<file path="src/logic/asc_pkg.sv">
// Contract
// memory holds 1M words of 16 bits, 20-bit word address, word-wide strap
// device idles when select_n high, select_hi low, or both lane enables high
// data pins float when deselected, gate high, both lanes off, or writing
// host writes with select_n low, select_hi high, strobe low, address presented
// write stores low byte if low lane enabled, high byte if high lane enabled
// host reads with select_n low, select_hi high, gate low, strobe high
// read drives low byte when low lane enable is low
// read drives high byte when high lane enable is low
// width strap high gives word-wide part; low gives byte-wide double depth
// byte-wide mode adds extra_top_addr; lane enables and pins 8..14 unused
// host releases data bus on reads, drives write data only while strobe low
package asc_pkg;
  // ---------------------------------------------------------------
  // geometry
  // ---------------------------------------------------------------
  localparam int ADDR_W = 20;
  localparam int DATA_W = 16;
  localparam int LANE_W = 8;
  // ---------------------------------------------------------------
  // timing, in ns at the reference clock
  // ---------------------------------------------------------------
  localparam int CLK_PERIOD_NS = 10;
  localparam int SETUP_NS = 10;
  localparam int STROBE_NS = 60;
  localparam int HOLD_NS = 10;
  localparam int SETUP_CYC = (SETUP_NS + CLK_PERIOD_NS - 1) / CLK_PERIOD_NS;
  localparam int STROBE_CYC = (STROBE_NS + CLK_PERIOD_NS - 1) / CLK_PERIOD_NS;
  localparam int HOLD_CYC = (HOLD_NS + CLK_PERIOD_NS - 1) / CLK_PERIOD_NS;
  localparam int CNT_W = 8;
  // ---------------------------------------------------------------
  // sequencer states
  // ---------------------------------------------------------------
  typedef enum logic [3:0] {
    ASC_IDLE = 4'h1,
    ASC_SETUP = 4'h2,
    ASC_STROBE = 4'h4,
    ASC_HOLD = 4'h8
  } asc_state_e;
endpackage : asc_pkg

</file>
<file path="src/logic/asc_host.sv">
`timescale 1ns/1ps
module asc_host
  import asc_pkg::*;
#(
  parameter int P_ADDR_W = ADDR_W // word address of the 1M x 16 part
) (
  // clock, reset, enable
  input wire logic i_ref_clk,
  input wire logic i_reset_n,
  input wire logic i_clk_en,
  // user request
  input wire logic i_req,
  input wire logic i_req_write,
  input wire logic [P_ADDR_W-1:0] i_req_addr,
  input wire logic [1:0] i_req_lane_n,
  input wire logic [DATA_W-1:0] i_req_wdata,
  input wire logic i_byte_mode,
  output logic o_busy,
  output logic o_done,
  output logic [DATA_W-1:0] o_rdata,
  // memory pins
  output logic o_select_n,
  output logic o_select_hi,
  output logic o_out_gate_n,
  output logic o_write_n,
  output logic o_low_lane_en_n,
  output logic o_high_lane_en_n,
  output logic [P_ADDR_W-1:0] o_addr,
  output logic o_extra_top_addr,
  output logic [DATA_W-1:0] o_data_out,
  output logic o_data_oe_n,
  input wire logic [DATA_W-1:0] i_data_in
);
  // ---------------------------------------------------------------
  // sequencer
  // ---------------------------------------------------------------
  asc_state_e state_reg;
  logic [CNT_W-1:0] cnt_reg;
  logic wr_reg;
  logic [DATA_W-1:0] s1_reg, s2_reg, s3_reg;

  // timing walk: setup, strobe, hold; each phase counted down
  always_ff @(posedge i_ref_clk or negedge i_reset_n) begin
    if (!i_reset_n) begin
      state_reg <= ASC_IDLE;
      cnt_reg <= '0;
      wr_reg <= 1'b0;
    end else if (i_clk_en) begin
      case (state_reg)
        ASC_IDLE: begin
          if (i_req) begin
            state_reg <= ASC_SETUP;
            wr_reg <= i_req_write;
            cnt_reg <= CNT_W'(SETUP_CYC - 1);
          end
        end
        ASC_SETUP: begin
          if (cnt_reg == '0) begin
            state_reg <= ASC_STROBE;
            cnt_reg <= CNT_W'(STROBE_CYC - 1);
          end else cnt_reg <= cnt_reg - 1'b1;
        end
        ASC_STROBE: begin
          if (cnt_reg == '0) begin
            state_reg <= ASC_HOLD;
            cnt_reg <= CNT_W'(HOLD_CYC - 1);
          end else cnt_reg <= cnt_reg - 1'b1;
        end
        ASC_HOLD: begin
          if (cnt_reg == '0) state_reg <= ASC_IDLE;
          else cnt_reg <= cnt_reg - 1'b1;
        end
        default: state_reg <= ASC_IDLE;
      endcase
    end
  end

  // ---------------------------------------------------------------
  // pin drive
  // ---------------------------------------------------------------
  // phase boundaries shared by the pin processes; the states are exclusive,
  // so at most one of these is high in any cycle
  logic take_w;
  logic setup_end_w;
  logic strobe_end_w;
  logic hold_end_w;
  assign take_w = (state_reg == ASC_IDLE) && i_req;
  assign setup_end_w = (state_reg == ASC_SETUP) && (cnt_reg == '0);
  assign strobe_end_w = (state_reg == ASC_STROBE) && (cnt_reg == '0);
  assign hold_end_w = (state_reg == ASC_HOLD) && (cnt_reg == '0);

  // chip selects: active from take to end of hold; idle leaves the part
  // in standby so its data pins float (see R2, see R3)
  always_ff @(posedge i_ref_clk or negedge i_reset_n) begin
    if (!i_reset_n) begin
      o_select_n <= 1'b1;
      o_select_hi <= 1'b0;
    end else if (i_clk_en) begin
      if (take_w) begin
        o_select_n <= 1'b0; // see R4
        o_select_hi <= 1'b1;
      end else if (hold_end_w) begin
        o_select_n <= 1'b1;
        o_select_hi <= 1'b0;
      end
    end
  end

  // address: loaded once at take and held for the whole access, so the
  // part never sees it move while selected
  always_ff @(posedge i_ref_clk or negedge i_reset_n) begin
    if (!i_reset_n) begin
      o_addr <= '0;
      o_extra_top_addr <= 1'b0;
    end else if (i_clk_en && take_w) begin
      o_addr <= i_req_addr;
      // byte mode: lane bit 0 carries the extra address bit (see R10, see R9)
      o_extra_top_addr <= i_byte_mode ? i_req_lane_n[0] : 1'b0;
    end
  end

  // lane enables: byte mode parks both high, the pins are unused there;
  // word mode passes the request's lanes straight through
  always_ff @(posedge i_ref_clk or negedge i_reset_n) begin
    if (!i_reset_n) begin
      o_low_lane_en_n <= 1'b1;
      o_high_lane_en_n <= 1'b1;
    end else if (i_clk_en) begin
      if (take_w) begin
        o_low_lane_en_n <= i_byte_mode ? 1'b1 : i_req_lane_n[0]; // see R5
        o_high_lane_en_n <= i_byte_mode ? 1'b1 : i_req_lane_n[1];
      end else if (hold_end_w) begin
        o_low_lane_en_n <= 1'b1;
        o_high_lane_en_n <= 1'b1;
      end
    end
  end

  // output gate: low for reads only; raised with the end of strobe so the
  // part lets go of the bus a full hold before the selects drop
  always_ff @(posedge i_ref_clk or negedge i_reset_n) begin
    if (!i_reset_n) begin
      o_out_gate_n <= 1'b1;
    end else if (i_clk_en) begin
      if (take_w) begin
        o_out_gate_n <= i_req_write;
      end else if (strobe_end_w) begin
        o_out_gate_n <= 1'b1;
      end
    end
  end

  // write strobe: low through the strobe phase of a write only; a setup
  // phase in front keeps address and lanes settled before it falls
  always_ff @(posedge i_ref_clk or negedge i_reset_n) begin
    if (!i_reset_n) begin
      o_write_n <= 1'b1;
    end else if (i_clk_en) begin
      if (setup_end_w) begin
        o_write_n <= ~wr_reg;
      end else if (strobe_end_w) begin
        o_write_n <= 1'b1;
      end
    end
  end

  // data drive: enabled only while the strobe is low, so host and part
  // never fight over the bus; costs nothing since reads need no drive
  always_ff @(posedge i_ref_clk or negedge i_reset_n) begin
    if (!i_reset_n) begin
      o_data_out <= '0;
      o_data_oe_n <= 1'b1;
    end else if (i_clk_en) begin
      if (take_w) begin
        o_data_out <= i_req_wdata;
        o_data_oe_n <= 1'b1;
      end else if (setup_end_w) begin
        o_data_oe_n <= ~wr_reg; // drive only while strobe low
      end else if (strobe_end_w) begin
        o_data_oe_n <= 1'b1;
      end
    end
  end

  // ---------------------------------------------------------------
  // read data capture
  // ---------------------------------------------------------------
  // three-stage sampler; only stages two and three are looked at
  always_ff @(posedge i_ref_clk or negedge i_reset_n) begin
    if (!i_reset_n) begin
      s1_reg <= '0;
      s2_reg <= '0;
      s3_reg <= '0;
    end else if (i_clk_en) begin
      s1_reg <= i_data_in;
      s2_reg <= s1_reg;
      s3_reg <= s2_reg;
    end
  end

  // handshake flags: done pulses for the cycle after the last hold edge
  always_ff @(posedge i_ref_clk or negedge i_reset_n) begin
    if (!i_reset_n) begin
      o_done <= 1'b0;
      o_busy <= 1'b0;
    end else if (i_clk_en) begin
      o_done <= hold_end_w;
      // a raised request shows busy from the next edge, the same edge that takes it out of idle
      o_busy <= (state_reg != ASC_IDLE) || i_req;
    end
  end

  // capture at end of hold; data settled long before (see R7, see R8)
  // a word whose last two samples disagree is dropped and the old one kept
  always_ff @(posedge i_ref_clk or negedge i_reset_n) begin
    if (!i_reset_n) begin
      o_rdata <= '0;
    end else if (i_clk_en) begin
      if (hold_end_w && !wr_reg && s2_reg == s3_reg) begin
        o_rdata <= s3_reg;
      end
    end
  end
endmodule : asc_host

</file>
<file path="config.mk">
export PLATFORM = sky130hd
export DESIGN_NAME = asc_host
export DESIGN_NICKNAME = d
export VERILOG_FILES = /design/src/logic/asc_pkg.sv /design/src/logic/asc_host.sv
export SDC_FILE = /design/constraint.sdc
export NUM_CORES = 1
export LEC_CHECK = 0
export BUFFER_PORTS_ARGS = -buffer_cell sky130_fd_sc_hd__buf_2
export CAP_MARGIN = 30
export CORE_MARGIN = 2
export CORE_UTILIZATION = 40
export CTS_CLUSTER_DIAMETER = 60
export CTS_CLUSTER_SIZE = 16
export DETAILED_ROUTE_END_ITERATION = 10
export GPL_TIMING_DRIVEN = 0
export HOLD_SLACK_MARGIN = 0.03
export SYNTH_ARGS = -nofsm -noshare
export SYNTH_HDL_FRONTEND = slang
export SYNTH_SLANG_ARGS = --single-unit
</file>
<file path="constraint.sdc">
create_clock -name i_ref_clk -period 3.1 [get_ports i_ref_clk]
set_clock_uncertainty 0.1 [all_clocks]
set_input_delay 0.62 -clock i_ref_clk [delete_from_list [all_inputs] [get_ports i_ref_clk]]
set_output_delay 0.62 -clock i_ref_clk [all_outputs]
set_load 0.01 [all_outputs]
</file>
* Yosys cells after proc, flatten, opt, wreduce, memory -nomap -nowiden
Cells that the tools add are included.
** Word-level totals
- Register bits after elaboration :: 123
- Logic and storage cells :: 79
- Output and inout bits :: 62
- Input port bits :: 60
** Operators by class
- Reduce and logical (&&, ||, !) cells :: 24
- Add/sub/neg operators :: 1
- Bitwise gates (word level) :: 1
- Muxes and demuxes :: 23
- Equality and inequality tests :: 11
** Operators with widths (count)
- $mux 8 :: 4
- $pmux 8 s4 :: 1
- $eq 16x16->1 :: 1
- $mux 4 :: 4
- $pmux 4 s4 :: 1
- $mux 1 :: 13
- $reduce_and 2->1 :: 6
- $ne 2x2->1 const B :: 5
- $logic_not 8->1 :: 1
- $sub 8x1->8 const B :: 1
- $logic_and 1x1->1 :: 7
- $reduce_bool 2->1 :: 3
- $reduce_and 5->1 :: 1
- $eq 4x1->1 const B :: 1
- $eq 4x2->1 const B :: 1
- $eq 4x3->1 const B :: 1
- $eq 4x4->1 const B :: 1
- $ne 4x1->1 const B :: 1
- $reduce_and 4->1 :: 1
- $reduce_bool 4->1 :: 1
- $reduce_and 3->1 :: 1
- $reduce_bool 3->1 :: 1
- $logic_not 1->1 :: 1
- $logic_or 1x1->1 :: 1
- $not 1->1 :: 1

* Logic depth before layout (Yosys ltp)
- Depth in word-level cells :: 5
- Depth in mapped cells :: 8
- Gate-level depth less buffers :: 7

* Worst setup path after synthesis
No wires, ideal clock.
- Path type :: reg-to-reg
- Start point :: reg cnt_reg[0]
- End point :: reg o_rdata[10]
- Data required time :: 2.875 ns
- Path buffers :: 1
- Setup time :: 0.125 ns
- Stages on the path, launching flop included :: 9
- Clock period less this slack :: 2.491 ns
- Slack :: 0.609 ns
- Data arrival time :: 2.266 ns
- Path through :: dfrtp_1 > inv_1 > ha_1 > nor3b_1 > and2_4 > nand4_2 > nor4_4 > buf_6 > mux2_2
** Between the ends
- Cells in the longest elaborated chain, start to end :: 5
** Ends and longest elaborated chain
- from (decl) :: line asc_host.sv:38 : logic [CNT_W-1:0] cnt_reg;
- from (signal assigned) :: line asc_host.sv:54 : cnt_reg <= CNT_W'(SETUP_CYC - 1);
- from (signal assigned) :: line asc_host.sv:60 : cnt_reg <= CNT_W'(STROBE_CYC - 1);
- from (signal assigned) :: line asc_host.sv:61 : end else cnt_reg <= cnt_reg - 1'b1;
- $logic_not 8->1 :: line asc_host.sv:90 : assign hold_end_w = (state_reg == ASC_HOLD) && (cnt_reg == '0);
- $logic_and 1x1->1 :: line asc_host.sv:90
- $logic_and 1x1->1 (2 in series) :: line asc_host.sv:219 : if (hold_end_w && !wr_reg && s2_reg == s3_reg) begin
- $reduce_and 2->1 (no line)
- to (signal assigned) :: line asc_host.sv:220 : o_rdata <= s3_reg;
- to (decl) :: line asc_host.sv:20 : output logic [DATA_W-1:0] o_rdata,
Every way passes these cells.
A chain may end at the register's enable or synchronous reset.

* Final worst setup path
- Start point :: reg cnt_reg[0]
- End point :: reg o_rdata[14]
Same word-level chain as after synthesis.

==> metrics.md <==
| Metric | Value |
|---|---|
| FMAX | 341 MHz |
| Worst Path Required | 3290 ps |
| DR WL/cell | 15.6 um |
| Fin. Hold Viols | 0 |
| Largest family of logic cells by synthesized area | multiplexers |
| Synth top cells by count | 116 x dfrtp_1, 101 x mux2_2, 17 x xor2_1 |
| Overall Global Routing Usage | 16.5% |
| Relative slew margins | 49.9% |
| Async S/R FF share, synth | 100% |
| Final setup fails | 0 |
| Synth cell types | 44 |
| Deepest clock path buffer count | 2 |
| Post-synthesis register bit count | 123 |
| Synthesis warning total | 0 |
| Worst Hold Class | input port to async pin |
| Clk slew on worst S/H paths | 50 ps |
| Clock tree from TritonCTS | built |
| Fin crit share | 94.7% |
| Yosys top cell by area | dfrtp_1 |
| Count leader, synth | dfrtp_1 |
| CTS H-tree depth | 4 |
| XOR/XNOR Fraction of Synth Area | 3.56% |
| Syn_area_per_cell | 14.1 um2 |
| Worst-Skew Late Latency | 410 ps |
| Synth Cell Area | 0.00517 mm2 |
| Post-CTS sizing | 0 |
| Family with the most delay on the worst path | simple AND/OR/NAND/NOR gates |
| Met1 GRT Util | 21.1% |
| Slowest cell on crit path | nor4_4 |
| Crit path kind | flip-flop to flip-flop |
| Drt total wl | 10.8 mm |
| Layout Nets | 571 |
| Synthesized instance count | 368 |
| Die area | 0.0139 mm2 |
| CP startpoint kind | flip-flop |
| Buf+Inv Stages, Crit Path | 2 |
| Congestion Overflow GR | 0 |
| Row count | 41 |
| Largest net degree at the start of global routing | 67 |
| Crit end category | flip-flop |
| Slowest stage delay, CP | 580 ps |
| Drt first pass iters | 4 |
| RR Startpoint | cnt_reg[0] |
| Max Cap Viol | 0 |
| Post-Synth Adder-Cell Area | 0.484% |
| Ant. Diodes | 0 |
| Peak supply drop | 0.456 mV |
| Pwr dens | 902 mW/mm2 |
| Post-synth EDFFs | 0 |
| Global route hottest layer | met2 |
| Port bufs | 121 |
| Final GP Congestion | 0.836 |
| Cts bufs inserted | 17 |
| Core area | 0.0126 mm2 |
| Area share of the leading cell type in the synthesized netlist | 56.1% |
| Slew Limit Fails | 0 |
| Hold_ws | 65.7 ps |
| Grt met2 use | 26.3% |
| Fin crit period | 2940 ps |
| Initial antenna violation count | 0 |
| Simple-Gate Fraction of Synth Area | 6.65% |
| Register area share after synthesis | 59.7% |
| First-pass GRT wire length | 18.1 mm |
| RSZ-0062 raised after global routing | no |
| Status | completed |
| Initial Utilization | 41.0% |
| Inst Count DP | 662 |
| DR vias/cell | 4.97 |
| Met3 GRT Util | 5.14% |
| Die Width | 118 um |
| Share of cells above drive strength 1 | 52.8% |
| Hold buffer count at cts | 0 |
| Syn Nets | 430 |
| Arrival time at the worst endpoint | 3130 ps |
| CTS root buf | clkbuf_16 |
| Leak | 0.00310 uW |
| Mux cell area share after synthesis | 22.4% |
| Area contributors post-synth | dfrtp_1 56%, mux2_2 22%, dfstp_2 3.6%, xor2_1 2.9%, nand2_1 1.0% |
| Main flop type after synthesis | dfrtp_1 |
| Clk sinks | 123 |
| Syn-to-layout area delta | 26.9% |
| DRC errors left | 0 |
| Setup Buffers After CTS | 0 |
| Antenna viol nets, final | 0 |
| Biggest register | o_addr |
| Drt initial violations | 161 |
| Final HPWL DP | 7.68 mm |
| Fillers | 1,147 |
| Worst Path Max Fanout | 10 |
| Die height | 118 um |
| Vias in the first global route | 3,550 |
| Max reg flops | 20 |
| I/O pin count | 122 |
| Synth Area in Compound Gates | 4.81% |
| CP Cell Sequence | inv_1, ha_1, nor3b_1, and2_4, nand4_2, nor4_4, buf_6, mux2_2 |
| Critical path launch point | cnt_reg[0] |
| Worst-Margin Slew | 751 ps |
| DR vias | 3,446 |
| Non-Filler Instances | 693 |
metrics by stage:
stage / area [um2] / setup slack [ps] / util (%) / power, uW / TNS [ps]
detailed placement: 6030 / 166 / 47.7 / 4180 / 0
global route: 6560 / 20.2 / 52.0 / 6280 / 0
global placement: 5990 / -233 / 47.5 / 4110 / -26030
floorplan: 5170 / 609 / - / 3540 / 0
CTS: 6560 / 152 / 52.0 / 5990 / 0
finish: 6560 / 165 / 52.0 / 5920 / 0
metal layers:
metal / wire length, um / vias up
li1: - / 1599
met1: 4750 / 1743
met2: 5360 / 87
met3: 542 / 17
met4: 150 / 0
met5: 0 / -
worst register-to-register path, stage by stage, from the launching register on:
cell	delay (ps)
dfrtp_1	390
inv_1	120
ha_1	150
nor3b_1	480
and2_4	260
nand4_2	120
nor4_4	580
buf_6	250
mux2_2	350
worst paths after layout:
check	endpoint	slack, ps	cells past startpoint
worst min-delay path	s1_reg[7]	70	1
min in group i_ref_clk	o_addr[6]	320	2
worst max-delay path	o_rdata[14]	160	8
worst min register to register	o_low_lane_en_n	360	2
worst max register to register	o_rdata[14]	160	8
max in group asynchronous	o_addr[4]	2140	2
where the power goes:
| part | switching (uW) | internal [uW] | total, uW |
|---|---|---|---|
| sequential | 298 | 2080 | 2380 |
| combinational | 900 | 853 | 1750 |
| clock | 659 | 1130 | 1790 |
| total | 1860 | 4060 | 5920 |
cell families (layout without fill, tap and decap cells):
kind of cell | after synthesis | in the layout
AND/OR/NAND/NOR | 54 | 54
adder cells (fa/ha/maj) | 2 | 2
multiplexers | 103 | 103
buffers and inverters | 28 | 181
flip-flops | 123 | 123
AO/OA/AOI/OAI | 37 | 37
XOR/XNOR | 21 | 21
placed cells by master, fill, tap and decap left out, types with 5 or more instances in the layout:
cell type  count
mux2_2       101
nor4_1         6
clkbuf_1      11
xor2_1        17
nor3b_1        5
nor2_1         5
buf_2        128
inv_1         11
a21oi_1        8
clkbuf_16     17
nor3_1         7
nand2_1       14
dfrtp_1      116
nand3_1        5
o21ai_0        8
dfstp_2        7
clkinv_2       7
area by class of cell:
cell class                 instances  area [um2]  share of cell area, %
multi-input combinational        217        1960                   29.9
timing repair buffer             122         639                   9.74
sequential                       123        3090                   47.0
clock inverter                     9        72.6                   1.11
clock buffer                      22         464                   7.07
buffer                            17        81.3                   1.24
inverter                          11        41.3                  0.629
tap                              172         215                   3.28
(Power assumes the default switching activity.)
